File: src/rtl/tes_params.svh
`ifndef TES_PARAMS_SVH
`define TES_PARAMS_SVH

// Register offsets.
`define TES_ADDR_EXCEED 8'h2d
`define TES_ADDR_INSIDE 8'h2e
`define TES_ADDR_CFG1 8'h2f
`define TES_ADDR_CFG2 8'h30
`define TES_ADDR_UTH_LO 8'h31
`define TES_ADDR_UTH_HI 8'h32
`define TES_ADDR_LTH_LO 8'h33
`define TES_ADDR_LTH_HI 8'h34
`define TES_ADDR_ODB 8'h35
`define TES_ADDR_IDB 8'h36
`define TES_ADDR_CFG4 8'h37
`define TES_ADDR_IRQ_ST 8'h38
`define TES_ADDR_IRQ_MSK 8'h39

// Exceed status fields.
`define TES_EX_ACTIVE 7
`define TES_EX_X_FLAG 5
`define TES_EX_X_POL 4
`define TES_EX_Y_FLAG 3
`define TES_EX_Y_POL 2
`define TES_EX_Z_FLAG 1
`define TES_EX_Z_POL 0

// Inside status fields.
`define TES_IN_ACTIVE 7
`define TES_IN_X_FLAG 5
`define TES_IN_Y_FLAG 3
`define TES_IN_Z_FLAG 1

// Detector config one fields.
`define TES_C1_OUT_LATCH 7
`define TES_C1_IN_LATCH 6
`define TES_C1_OUT_EN_LSB 3
`define TES_C1_IN_EN_LSB 0

// Detector config two and sensor config four fields.
`define TES_C2_LOGIC_ANY 0
`define TES_C4_WAKE_HOLD 0
`define TES_C4_IN_PIN_TWO 1
`define TES_C4_OUT_PIN_TWO 2

// Interrupt status fields.
`define TES_IRQ_INSIDE 0
`define TES_IRQ_OUTSIDE 1

// Reset values.
`define TES_RST_CFG 8'h00
`define TES_RST_UTH 16'h0000
`define TES_RST_LTH 16'h0000
`define TES_RST_DB 8'h00

`endif

File: src/rtl/tes_pkg.sv
package tes_pkg;

   typedef struct packed {
      logic [7:0] addr;
      logic [7:0] wdata;
      logic wr;
      logic rd;
   } tes_bus_type;

   // Index 2 is X, 1 is Y, 0 is Z.
   typedef logic [2:0][15:0] tes_axes_type;

   typedef struct packed {
      logic [7:0] cfg1;
      logic [7:0] cfg2;
      logic [15:0] uth;
      logic [15:0] lth;
      logic [7:0] odb;
      logic [7:0] idb;
      logic [7:0] cfg4;
      logic [1:0] irq_st;
      logic [1:0] irq_msk;
      logic [2:0] ot_flag;
      logic [2:0] ot_pol;
      logic oa;
      logic [7:0] o_cnt;
      logic o_arm;
      logic [2:0] in_flag;
      logic ia;
      logic [7:0] i_cnt;
      logic i_arm;
      logic [7:0] rdata;
      logic irq;
      logic pin1;
      logic pin2;
      logic wake;
   } tes_state_type;

endpackage

File: src/rtl/tes_top.sv
`timescale 1ns/1ps
`include "tes_params.svh"
// Summary of operation
// - Y outside flag set at or beyond a threshold, cleared between unless latched, when enabled.
// - Z outside flag at bit 1 uses the same comparison when enabled.
// - Polarity bits Y at 2, Z at 0: one above upper, zero below lower.
// - Polarity is captured whenever its outside flag becomes set.
// - Without latching, polarity updates while flagged and outside debounce reached.
// - Inside active sets when all or any enabled axes stay inside long enough.
// - No inside enable bits set means inside detection is off.
// - Wake hold restarts the sleep timer each sample while inside active.
// - X inside flag at bit 5 shows X strictly between thresholds.
// - Y inside flag at bit 3 shows Y strictly between thresholds.
// - Latched inside flags capture on active rise, held until status read.
// - Unlatched inside flags update when active and inside debounce reached.
// - Unlatched with zero inside debounce, flags update even when inactive.
// - Inside active can be routed to either interrupt pin.
// - Outside active sets when any outside flag lasts the outside debounce.
// - Latched mode asserts active only on a false to true condition edge.
module tes_top #(
   parameter int DATA_BITS = 12
) (
   // Clock and reset.
   input wire logic sys_clk_in,
   input wire logic sys_rst_in,
   // Sample stream from the sensor datapath, same clock domain.
   input wire logic odr_tick_in,
   input wire tes_pkg::tes_axes_type axes_in,
   // Register port.
   input wire tes_pkg::tes_bus_type bus_in,
   output logic [7:0] read_data_out,
   // Interrupts and power control.
   output logic irq_out,
   output logic interrupt_pin_one_out,
   output logic interrupt_pin_two_out,
   output logic sleep_timer_restart_out
);
   import tes_pkg::*;

   if (DATA_BITS < 2 || DATA_BITS > 16) begin : g_check
      $error("DATA_BITS must lie between 2 and 16");
   end

   localparam int SHIFT = 16 - DATA_BITS;

   tes_state_type state_reg;
   tes_state_type state_next;

   ////////////////////////////////////////////////////////////////////////////////

   // Data and thresholds both use the low DATA_BITS bits, sign extended.
   function automatic logic signed [15:0] sext(input logic [15:0] v);
      logic signed [15:0] t;
      t = $signed(v << SHIFT);
      return t >>> SHIFT;
   endfunction

   function automatic logic inside_win(input logic [15:0] v, input logic [15:0] up,
                                       input logic [15:0] lo);
      return (sext(v) < sext(up)) && (sext(v) > sext(lo));
   endfunction

   // Saturating so a long event never wraps back below the debounce count.
   function automatic logic [7:0] deb_step(input logic cond, input logic [7:0] cnt);
      if (!cond) begin
         return 8'h00;
      end
      if (cnt == 8'hff) begin
         return cnt;
      end
      return cnt + 8'h01;
   endfunction

   function automatic logic [7:0] read_mux(input tes_state_type s, input logic [7:0] a);
      logic [7:0] r;
      r = 8'h00;
      case (a)
         `TES_ADDR_EXCEED: begin
            r[`TES_EX_ACTIVE] = s.oa;
            r[`TES_EX_X_FLAG] = s.ot_flag[2];
            r[`TES_EX_X_POL] = s.ot_pol[2];
            r[`TES_EX_Y_FLAG] = s.ot_flag[1];
            r[`TES_EX_Y_POL] = s.ot_pol[1];
            r[`TES_EX_Z_FLAG] = s.ot_flag[0];
            r[`TES_EX_Z_POL] = s.ot_pol[0];
         end
         `TES_ADDR_INSIDE: begin
            r[`TES_IN_ACTIVE] = s.ia;
            r[`TES_IN_X_FLAG] = s.in_flag[2];
            r[`TES_IN_Y_FLAG] = s.in_flag[1];
            r[`TES_IN_Z_FLAG] = s.in_flag[0];
         end
         `TES_ADDR_CFG1: r = s.cfg1;
         `TES_ADDR_CFG2: r = s.cfg2;
         `TES_ADDR_UTH_LO: r = s.uth[7:0];
         `TES_ADDR_UTH_HI: r = s.uth[15:8];
         `TES_ADDR_LTH_LO: r = s.lth[7:0];
         `TES_ADDR_LTH_HI: r = s.lth[15:8];
         `TES_ADDR_ODB: r = s.odb;
         `TES_ADDR_IDB: r = s.idb;
         `TES_ADDR_CFG4: r = s.cfg4;
         `TES_ADDR_IRQ_ST: r = {6'h00, s.irq_st};
         `TES_ADDR_IRQ_MSK: r = {6'h00, s.irq_msk};
         default: r = 8'h00;
      endcase
      return r;
   endfunction

   // Both pins share one routing rule; a route bit of one selects the second pin.
   function automatic logic pin_level(input logic ia, input logic oa, input logic [7:0] cfg4,
                                      input logic second);
      logic in_sel;
      logic out_sel;
      in_sel = cfg4[`TES_C4_IN_PIN_TWO] == second;
      out_sel = cfg4[`TES_C4_OUT_PIN_TWO] == second;
      return (ia && in_sel) || (oa && out_sel);
   endfunction

   ////////////////////////////////////////////////////////////////////////////////

   always_comb begin
      logic [2:0] inw;
      logic [2:0] above;
      logic [2:0] out_en;
      logic [2:0] in_en;
      logic [2:0] outw;
      logic [2:0] rise;
      logic o_cond;
      logic o_reach;
      logic i_cond;
      logic i_reach;
      logic [7:0] oc;
      logic [7:0] ic;
      logic [1:0] ev;
      logic ole;
      logic ile;
      inw = 3'h0;
      above = 3'h0;
      rise = 3'h0;
      ev = 2'h0;
      outw = 3'h0;
      o_cond = 1'b0;
      o_reach = 1'b0;
      i_cond = 1'b0;
      i_reach = 1'b0;
      oc = 8'h00;
      ic = 8'h00;
      state_next = state_reg;
      state_next.rdata = 8'h00;
      state_next.wake = 1'b0;
      ole = state_reg.cfg1[`TES_C1_OUT_LATCH];
      ile = state_reg.cfg1[`TES_C1_IN_LATCH];
      out_en = state_reg.cfg1[`TES_C1_OUT_EN_LSB +: 3];
      in_en = state_reg.cfg1[`TES_C1_IN_EN_LSB +: 3];

      // Register writes.
      if (bus_in.wr) begin
         case (bus_in.addr)
            `TES_ADDR_CFG1: state_next.cfg1 = bus_in.wdata;
            `TES_ADDR_CFG2: state_next.cfg2 = bus_in.wdata;
            `TES_ADDR_UTH_LO: state_next.uth[7:0] = bus_in.wdata;
            `TES_ADDR_UTH_HI: state_next.uth[15:8] = bus_in.wdata;
            `TES_ADDR_LTH_LO: state_next.lth[7:0] = bus_in.wdata;
            `TES_ADDR_LTH_HI: state_next.lth[15:8] = bus_in.wdata;
            `TES_ADDR_ODB: state_next.odb = bus_in.wdata;
            `TES_ADDR_IDB: state_next.idb = bus_in.wdata;
            `TES_ADDR_CFG4: state_next.cfg4 = bus_in.wdata;
            `TES_ADDR_IRQ_ST: state_next.irq_st = state_reg.irq_st & ~bus_in.wdata[1:0];
            `TES_ADDR_IRQ_MSK: state_next.irq_msk = bus_in.wdata[1:0];
            default: begin
            end
         endcase
      end

      // Reads, with their clearing side effects applied before any new sample.
      if (bus_in.rd) begin
         state_next.rdata = read_mux(state_reg, bus_in.addr);
         if (bus_in.addr == `TES_ADDR_INSIDE) begin
            state_next.in_flag = 3'h0;
            if (ile) begin
               state_next.ia = 1'b0;
            end
         end
         if (bus_in.addr == `TES_ADDR_EXCEED && ole) begin
            state_next.ot_flag = 3'h0;
            state_next.oa = 1'b0;
         end
      end

      // Per sample evaluation; a set in the same cycle as a read wins.
      if (odr_tick_in) begin
         for (int i = 0; i < 3; i++) begin
            inw[i] = inside_win(axes_in[i], state_reg.uth, state_reg.lth);
            above[i] = sext(axes_in[i]) >= sext(state_reg.uth);
         end
         outw = ~inw & out_en;
         o_cond = |outw;
         oc = deb_step(o_cond, state_reg.o_cnt);
         o_reach = o_cond && (oc >= state_reg.odb);
         state_next.o_cnt = oc;
         rise = outw & ~state_reg.ot_flag;
         if (ole) begin
            state_next.ot_flag = state_next.ot_flag | outw;
            if (o_reach && state_reg.o_arm) begin
               state_next.oa = 1'b1;
               state_next.o_arm = 1'b0;
            end
            if (!o_cond) begin
               state_next.o_arm = 1'b1;
            end
         end else begin
            state_next.ot_flag = outw;
            state_next.oa = o_reach;
            state_next.o_arm = 1'b1;
         end
         for (int i = 0; i < 3; i++) begin
            if (rise[i]) begin
               state_next.ot_pol[i] = above[i];
            end else if (!ole && outw[i] && o_reach) begin
               state_next.ot_pol[i] = above[i];
            end
         end

         // With no axis enabled both the all and the any terms stay false.
         if (state_reg.cfg2[`TES_C2_LOGIC_ANY]) begin
            i_cond = |(inw & in_en);
         end else begin
            i_cond = (in_en != 3'h0) && ((inw & in_en) == in_en);
         end
         ic = deb_step(i_cond, state_reg.i_cnt);
         i_reach = i_cond && (ic >= state_reg.idb);
         state_next.i_cnt = ic;
         if (ile) begin
            if (i_reach && state_reg.i_arm) begin
               state_next.ia = 1'b1;
               state_next.i_arm = 1'b0;
               state_next.in_flag = inw & in_en;
            end
            if (!i_cond) begin
               state_next.i_arm = 1'b1;
            end
         end else begin
            state_next.ia = i_reach;
            state_next.i_arm = 1'b1;
            if (i_reach) begin
               state_next.in_flag = inw & in_en;
            end else if (state_reg.idb == 8'h00) begin
               state_next.in_flag = inw & in_en;
            end
         end
         state_next.wake = state_reg.cfg4[`TES_C4_WAKE_HOLD] && state_reg.ia;
      end else begin
         i_cond = 1'b0;
         o_cond = 1'b0;
      end

      // Sticky events on the rise of each active flag.
      ev[`TES_IRQ_INSIDE] = state_next.ia & ~state_reg.ia;
      ev[`TES_IRQ_OUTSIDE] = state_next.oa & ~state_reg.oa;
      state_next.irq_st = state_next.irq_st | ev;
      state_next.irq = |(state_next.irq_st & state_next.irq_msk);

      // Pins carry the active levels themselves so the host sees them without a read.
      // Routing follows a config write at once, so a pin never moves in a quiet cycle.
      state_next.pin1 = pin_level(state_next.ia, state_next.oa, state_next.cfg4, 1'b0);
      state_next.pin2 = pin_level(state_next.ia, state_next.oa, state_next.cfg4, 1'b1);
   end

   ////////////////////////////////////////////////////////////////////////////////

   always_ff @(posedge sys_clk_in) begin
      if (sys_rst_in) begin
         state_reg <= '0;
         state_reg.cfg1 <= `TES_RST_CFG;
         state_reg.cfg2 <= `TES_RST_CFG;
         state_reg.cfg4 <= `TES_RST_CFG;
         state_reg.uth <= `TES_RST_UTH;
         state_reg.lth <= `TES_RST_LTH;
         state_reg.odb <= `TES_RST_DB;
         state_reg.idb <= `TES_RST_DB;
         state_reg.o_arm <= 1'b1;
         state_reg.i_arm <= 1'b1;
      end else begin
         state_reg <= state_next;
      end
   end

   assign read_data_out = state_reg.rdata;
   assign irq_out = state_reg.irq;
   assign interrupt_pin_one_out = state_reg.pin1;
   assign interrupt_pin_two_out = state_reg.pin2;
   assign sleep_timer_restart_out = state_reg.wake;

endmodule

File: config.mk
export PLATFORM = sky130hd
export DESIGN_NAME = tes_top
export DESIGN_NICKNAME = d
export VERILOG_FILES = /design/src/rtl/tes_pkg.sv /design/src/rtl/tes_top.sv
export VERILOG_INCLUDE_DIRS = /design/src /design/src/rtl
export SDC_FILE = /design/constraint.sdc
export NUM_CORES = 1
export LEC_CHECK = 0
export ABC_AREA = 1
export BUFFER_PORTS_ARGS = -buffer_cell sky130_fd_sc_hd__buf_2
export CORE_ASPECT_RATIO = 1.5
export CORE_MARGIN = 5
export CORE_UTILIZATION = 56
export CTS_BUF_LIST = sky130_fd_sc_hd__clkbuf_4
export DETAILED_ROUTE_END_ITERATION = 10
export PLACE_DENSITY_LB_ADDON = 0.1
export SKIP_LAST_GASP = 1
export SYNTH_ARGS = -nofsm -noshare
export SYNTH_HDL_FRONTEND = slang
export SYNTH_SLANG_ARGS = --single-unit
File: constraint.sdc
create_clock -name sys_clk_in -period 3.12 [get_ports sys_clk_in]
set_input_delay 0.312 -clock sys_clk_in [delete_from_list [all_inputs] [get_ports sys_clk_in]]
set_output_delay 0.312 -clock sys_clk_in [all_outputs]
set_load 0.01 [all_outputs]
==> results.py, run 1 <==
metrics = {
    "clock_tree": {
        "clockBufferDepth": 2,
        "numCtsBuffers": 17,
        "cts-root-buf": "clkbuf_4",
        "cts_tree": "built",
        "numClockSinks": 117,
        "htreeDepth": 4,
        "clock_latency_ns": 0.53,
        "path_clk_slew_ns": 0.12,
    },
    "synthesis": {
        "synth_compound_area_share_pct": 20.6,
        "synth_xor_area_share_pct": 0.792,
        "synth_edf_count": 0,
        "synth_seq_area_share_pct": 30.3,
        "netlist_instances": 1116,
        "yosysUniqueCellTypes": 43,
        "synth.avg_cell_area_um2": 6.94,
        "synth-simple-area-share_pct": 22.9,
        "ys.flop_type": "dfxtp_1",
        "ys_async_sr_fraction_pct": 0,
        "synth_top_family_by_area": "simple AND/OR/NAND/NOR gates",
        "yosysWarnings": 0,
        "muxShareOfSynthArea_pct": 0,
        "syn-cell-area_mm2": 0.00774,
        "syn-num-nets": 1275,
        "synth_adder_area_share_pct": 14.5,
        "ys_ff_latch": 117,
    },
    "place": {
        "placed_area_mm2": 0.00901,
        "portBuffers": 68,
        "pre_cts_slack_ns": -0.553,
        "dp_hpwl_mm": 18.6,
        "gp_congestion": 0.946,
    },
    "floorplanning": {
        "die_w_um": 106,
        "start_util_pct": 57.2,
        "core_mm2": 0.0135,
        "die_y_um": 154,
        "die_area_mm2": 0.0163,
        "ios": 81,
        "rows": 52,
    },
    "detailed_routing": {
        "drt_wl_total_mm": 25.7,
        "drtIter0Drc": 574,
        "via_per_inst": 5.72,
        "drc": 0,
        "ant_nets": 0,
        "firstDrtPassIters": 5,
        "wl_per_cell_um": 17.4,
        "dr_total_vias": 8468,
    },
    "worst_setup_path": {
        "reg2reg_depth": 27,
        "r2r_start": "state_reg[70]",
        "cpPeakStageDelay_ns": 0.36,
        "critical_path.startpoint_type": "register",
        "cp.required_ns": 3.59,
        "cp-endpoint": "state_reg[43]",
        "cp_slowest_cell": "dfxtp_2",
        "timing.rr.end": "state_reg[43]",
        "crit_path_max_fanout": 7,
        "end_kind": "register",
        "worstPathArrival_ns": 4.01,
        "crit_start": "state_reg[70]",
        "ff2ff_setup_slack_ns": -0.43,
        "cpMostUsedCell": "nand2_1",
        "worstSetupPathType": "reg -> reg",
    },
    "grt": {
        "grt_pass1_vias": 8058,
        "grt_max_degree": 40,
        "grt_first_pass_wirelength_mm": 39.6,
        "grt_use_total_pct": 30.8,
        "grt_overflow": 0,
        "antenna_found_initial": 1,
    },
    "sta": {
        "fin_crit_sh_pct": 114,
        "setup_tns_ns": -5.28,
        "slew_violations": 0,
        "hold_ws_ns": 0.170,
        "min_period_ns": 3.55,
        "relSlewSlack_pct": 48.6,
        "fin_skew_ns": 0.0172,
        "timing.fmax_ghz": 0.282,
        "finalSetupViolCount": 15,
        "worst_slack_ns": -0.425,
        "tightestPinTransition_ns": 0.768,
        "hold_violations": 0,
        "rsz0062_at_grt": "true",
    },
    "final_layout": {
        "layout_commonest_cell": "nand2_1",
        "final_nets": 1463,
        "fin_util_pct": 74.9,
        "multiInputGateArea_mm2": 0.00517,
        "largest_reg_flops": 105,
        "fin_area_mm2": 0.0101,
        "ff_latch_area_mm2": 0.00236,
        "fill_cells": 1034,
        "area_growth_pct": 30.9,
        "drive_above_1_share_pct": 29.4,
        "final_cell_mix": "nand2_1 (185), inv_1 (151), buf_4 (133), a21oi_1 (115), o21ai_0 (103)",
    },
    "outcome": {
        "status": "finished, violations left",
        "violations": "negative setup slack",
    },
    "pwr": {
        "power.density_mw_per_mm2": 312,
        "leakagePower_uw": 0.00456,
        "ir_drop_uv": 370,
    },
    "min_path": {
        "hp-class": "in -> reg",
    },
    "run": {
        "maxCapViolCount": 0,
    },
}
-- repair_timing --
action,4_1_cts,5_1_grt
resized for setup,70,71
hold endpoints to repair,0,0
cloned,1,0
endpoints found under the setup margin,15,15
setup buffers,18,12
pin swaps,26,43
hold buffers,0,0
-- critical path, delay by kind of cell, from the launching register on --
| kind | cells | cell delay (ns) |
|---|---|---|
| and+or+nand+nor | 16 | 1.75 |
| AOI/OAI and AO/OA | 5 | 0.61 |
| adders and majority gates | 2 | 0.46 |
| DFF | 1 | 0.36 |
| buffers and inverters | 4 | 0.29 |
-- synth_stat cells, types with 5 or more instances --
master / number / share of area (%)
a211oi_1: 9 / 0.87
a21oi_1: 123 / 8.0
a221oi_1: 17 / 1.9
buf_4: 8 / 0.78
clkbuf_1: 24 / 1.2
dfxtp_1: 117 / 30
ha_1: 90 / 15
inv_1: 176 / 8.5
nand2_1: 214 / 10
nand2_2: 5 / 0.40
nand3_1: 43 / 2.8
nand4_1: 33 / 2.7
nor2_1: 71 / 3.4
nor2_2: 5 / 0.40
nor3_1: 12 / 0.78
o21ai_0: 110 / 7.1
o22ai_1: 5 / 0.40
xor2_1: 5 / 0.57
-- stage by stage --
step	cells	power, uW
after global routing	1480	3300
final	1480	3170
after CTS	1468	3140
after detailed placement	1417	1940
after global placement	1417	1930
after floorplan	1116	1770
-- metal layers --
layer  part of all wire (%)  wire (um)  up-vias  track usage (%)
met5                      0          0        -                0
li1                       -          -     4140                -
met2                     49      12600      373             53.2
met1                     37       9610     3841             33.3
met4                    7.9       2040        0             22.7
met3                    5.7       1460      114             5.37
-- final cells by class --
type / count / share of cell area [%]
Multi-Input combinational cell: 784 / 51.0
Sequential cell: 117 / 23.3
Timing Repair Buffer: 205 / 13.8
Inverter: 179 / 6.73
Tap cell: 162 / 2.00
Clock inverter: 14 / 1.73
Clock buffer: 18 / 1.33
Antenna cell: 1 / 0.0247
-- logic make-up after synthesis --
logic type	after synthesis
simple gates	400
compound gates	286
buf+inv	216
flops	117
fa+ha+maj	90
xor+xnor	7
-- power breakdown --
| part | total (uW) | internal (uW) | switching, uW |
|---|---|---|---|
| Combinational | 446 | 179 | 266 |
| Sequential | 1520 | 1510 | 13.0 |
| Clock | 1200 | 572 | 629 |
| Total | 3170 | 2260 | 909 |
-- how the worst min path moves through the flow --
stage	endpoint	depth (start not counted)	start
floorplan	state_reg[104]	2	state_reg[104]
global placement	state_reg[108]	2	state_reg[108]
detailed placement	state_reg[107]	2	state_reg[107]
CTS	state_reg[13]	2	odr_tick_in
global route	state_reg[13]	2	odr_tick_in
finish	state_reg[13]	2	odr_tick_in
Power figures use the tool's default switching activity.
==> inputs of run 2 (changes only) <==
Settings changed: CORE_UTILIZATION 56 to 62.
Clock period 3.12 ns to 3.35 ns, I/O delays scaled along.
==> results.py, run 2 (synthesized netlist as in run 1, its figures left out) <==
metrics = {
    "worst_setup_path": {
        "cp.depth": 25,
        "end_kind": "register",
        "r2r_start": "state_reg[88]",
        "crit_path_max_fanout": 8,
        "cpMostUsedCell": "nand2_2",
        "reg2reg_depth": 25,
        "ff2ff_setup_slack_ns": -0.45,
        "cp_top_family": "simple AND/OR/NAND/NOR gates",
        "worstPathArrival_ns": 4.28,
        "cp_slowest_cell": "ha_1",
        "path_buf_inv": 3,
        "cp.required_ns": 3.84,
        "cpPeakStageDelay_ns": 0.35,
        "critical_path.startpoint_type": "register",
        "timing.rr.end": "state_reg[43]",
        "worstSetupPathType": "reg -> reg",
    },
    "sta": {
        "timing.fmax_ghz": 0.263,
        "worst_slack_ns": -0.449,
        "hold_violations": 0,
        "rsz0062_at_grt": "true",
        "relSlewSlack_pct": 40.6,
        "fin_crit_sh_pct": 113,
        "min_period_ns": 3.80,
        "finalSetupViolCount": 15,
        "slew_violations": 0,
        "fin_skew_ns": 0.0194,
        "tightestPinTransition_ns": 0.881,
        "setup_tns_ns": -4.58,
    },
    "min_path": {
        "min_from": "bus_in[7]",
        "hp-class": "in -> reg",
        "min_path_cells": 3,
        "min_to": "state_reg[114]",
    },
    "pwr": {
        "leakagePower_uw": 0.00467,
        "power.density_mw_per_mm2": 285,
        "power_uw": 2960,
        "ir_drop_uv": 346,
    },
    "detailed_routing": {
        "drt_wl_total_mm": 29.0,
        "ant_nets": 0,
        "drtIter0Drc": 910,
        "dr_total_vias": 8958,
        "via_per_inst": 6.03,
        "drc": 0,
        "firstDrtPassIters": 6,
        "wl_per_cell_um": 19.5,
    },
    "clock_tree": {
        "clockBufferDepth": 2,
        "cts-root-buf": "clkbuf_4",
        "cts_tree": "built",
        "numCtsBuffers": 17,
        "htreeDepth": 4,
        "numClockSinks": 117,
        "path_clk_slew_ns": 0.12,
        "clock_latency_ns": 0.54,
    },
    "place": {
        "gp_congestion": 0.990,
        "pre_cts_slack_ns": -0.408,
        "portBuffers": 68,
        "placed_area_mm2": 0.00897,
        "dp_hpwl_mm": 18.2,
    },
    "final_layout": {
        "fin_util_pct": 83.7,
        "drive_above_1_share_pct": 32.2,
        "final_nets": 1474,
        "layout_commonest_cell": "nand2_1",
        "fin_area_mm2": 0.0104,
        "area_growth_pct": 33.9,
        "final_cell_mix": "nand2_1 (173), inv_1 (148), buf_4 (136), a21oi_1 (111), o21ai_0 (103)",
        "largest_reg_flops": 105,
    },
    "grt": {
        "grt_max_degree": 47,
        "grt_first_pass_wirelength_mm": 41.8,
        "antenna_found_initial": 1,
        "grt_pass1_vias": 8571,
        "grt_use_total_pct": 36.1,
        "grt_overflow": 0,
    },
    "run": {
        "maxCapViolCount": 0,
    },
    "outcome": {
        "status": "finished, violations left",
        "violations": "negative setup slack",
    },
    "floorplanning": {
        "die_area_mm2": 0.0149,
        "die_y_um": 147,
        "ios": 81,
        "start_util_pct": 62.5,
        "core_mm2": 0.0124,
        "rows": 50,
        "die_w_um": 101,
    },
}
-- run 2: changes by cell type in the layout (fill, tap and decap cells not counted), moves of 4 or more --
cell and change:
nand2_2 +8, dfxtp_2 +4, a21oi_2 +4, inv_2 +4, a21oi_1 -4, buf_6 +9
ha_1 -4, nand2_1 -12
-- run 2: worst max path at each step --
stage | startpoint | endpoint | slack, ns
after global routing | state_reg[88] | state_reg[22] | -0.64
final | state_reg[88] | state_reg[43] | -0.45
after CTS | state_reg[76] | interrupt_pin_one_out | -0.12
after detailed placement | state_reg[76] | state_reg[37] | -0.41
after global placement | axes_in[26] | state_reg[37] | -0.24
after floorplan | state_reg[80] | state_reg[43] | 0.007
-- run 2: timing repair --
item	in CTS	in global routing
cloned	2	0
gates resized for setup	139	68
pin swaps	53	44
hold buffers	0	0
endpoints found under the hold margin	0	0
endpoints found under the setup margin	15	15
setup buffers	24	7
-- run 2: per-stage QoR --
stage,cells,hold slack [ns]
final,1485,0.199
after global routing,1485,0.183
after CTS,1477,0.176
after detailed placement,1419,0.435
after global placement,1419,0.431
after floorplan,1116,0.423
-- run 2: metal layers --
layer	global-route usage, %	vias up	wire (um)
li1	-	4160	-
met1	38.6	4068	9850
met2	60.4	526	14000
met3	7.08	204	2400
met4	28.9	0	2740
met5	0	-	0
-- run 2: final cells by class --
type | instances | area, um2
multi-input combinational | 785 | 5340
sequential | 117 | 2370
fill | 750 | 2020
timing repair buffer | 215 | 1490
inverter | 179 | 682
tap | 156 | 195
clock inverter | 14 | 160
clock buffer | 18 | 135
antenna | 1 | 2.50
-- run 2: report_power, final --
part	leakage, uW	switching [uW]	internal [uW]
clock network	0.000151	583	519
registers	0.000955	12.2	1400
logic	0.00356	266	173
total	0.00467	861	2100
-- run 2: worst reg2reg max path: cells and delay by family, from the launching register on --
| kind | cells | cell delay, ns |
|---|---|---|
| compound gates | 4 | 0.58 |
| fa+ha+maj | 2 | 0.67 |
| simple gates | 16 | 1.67 |
| flops | 1 | 0.34 |
| buf+inv | 3 | 0.45 |
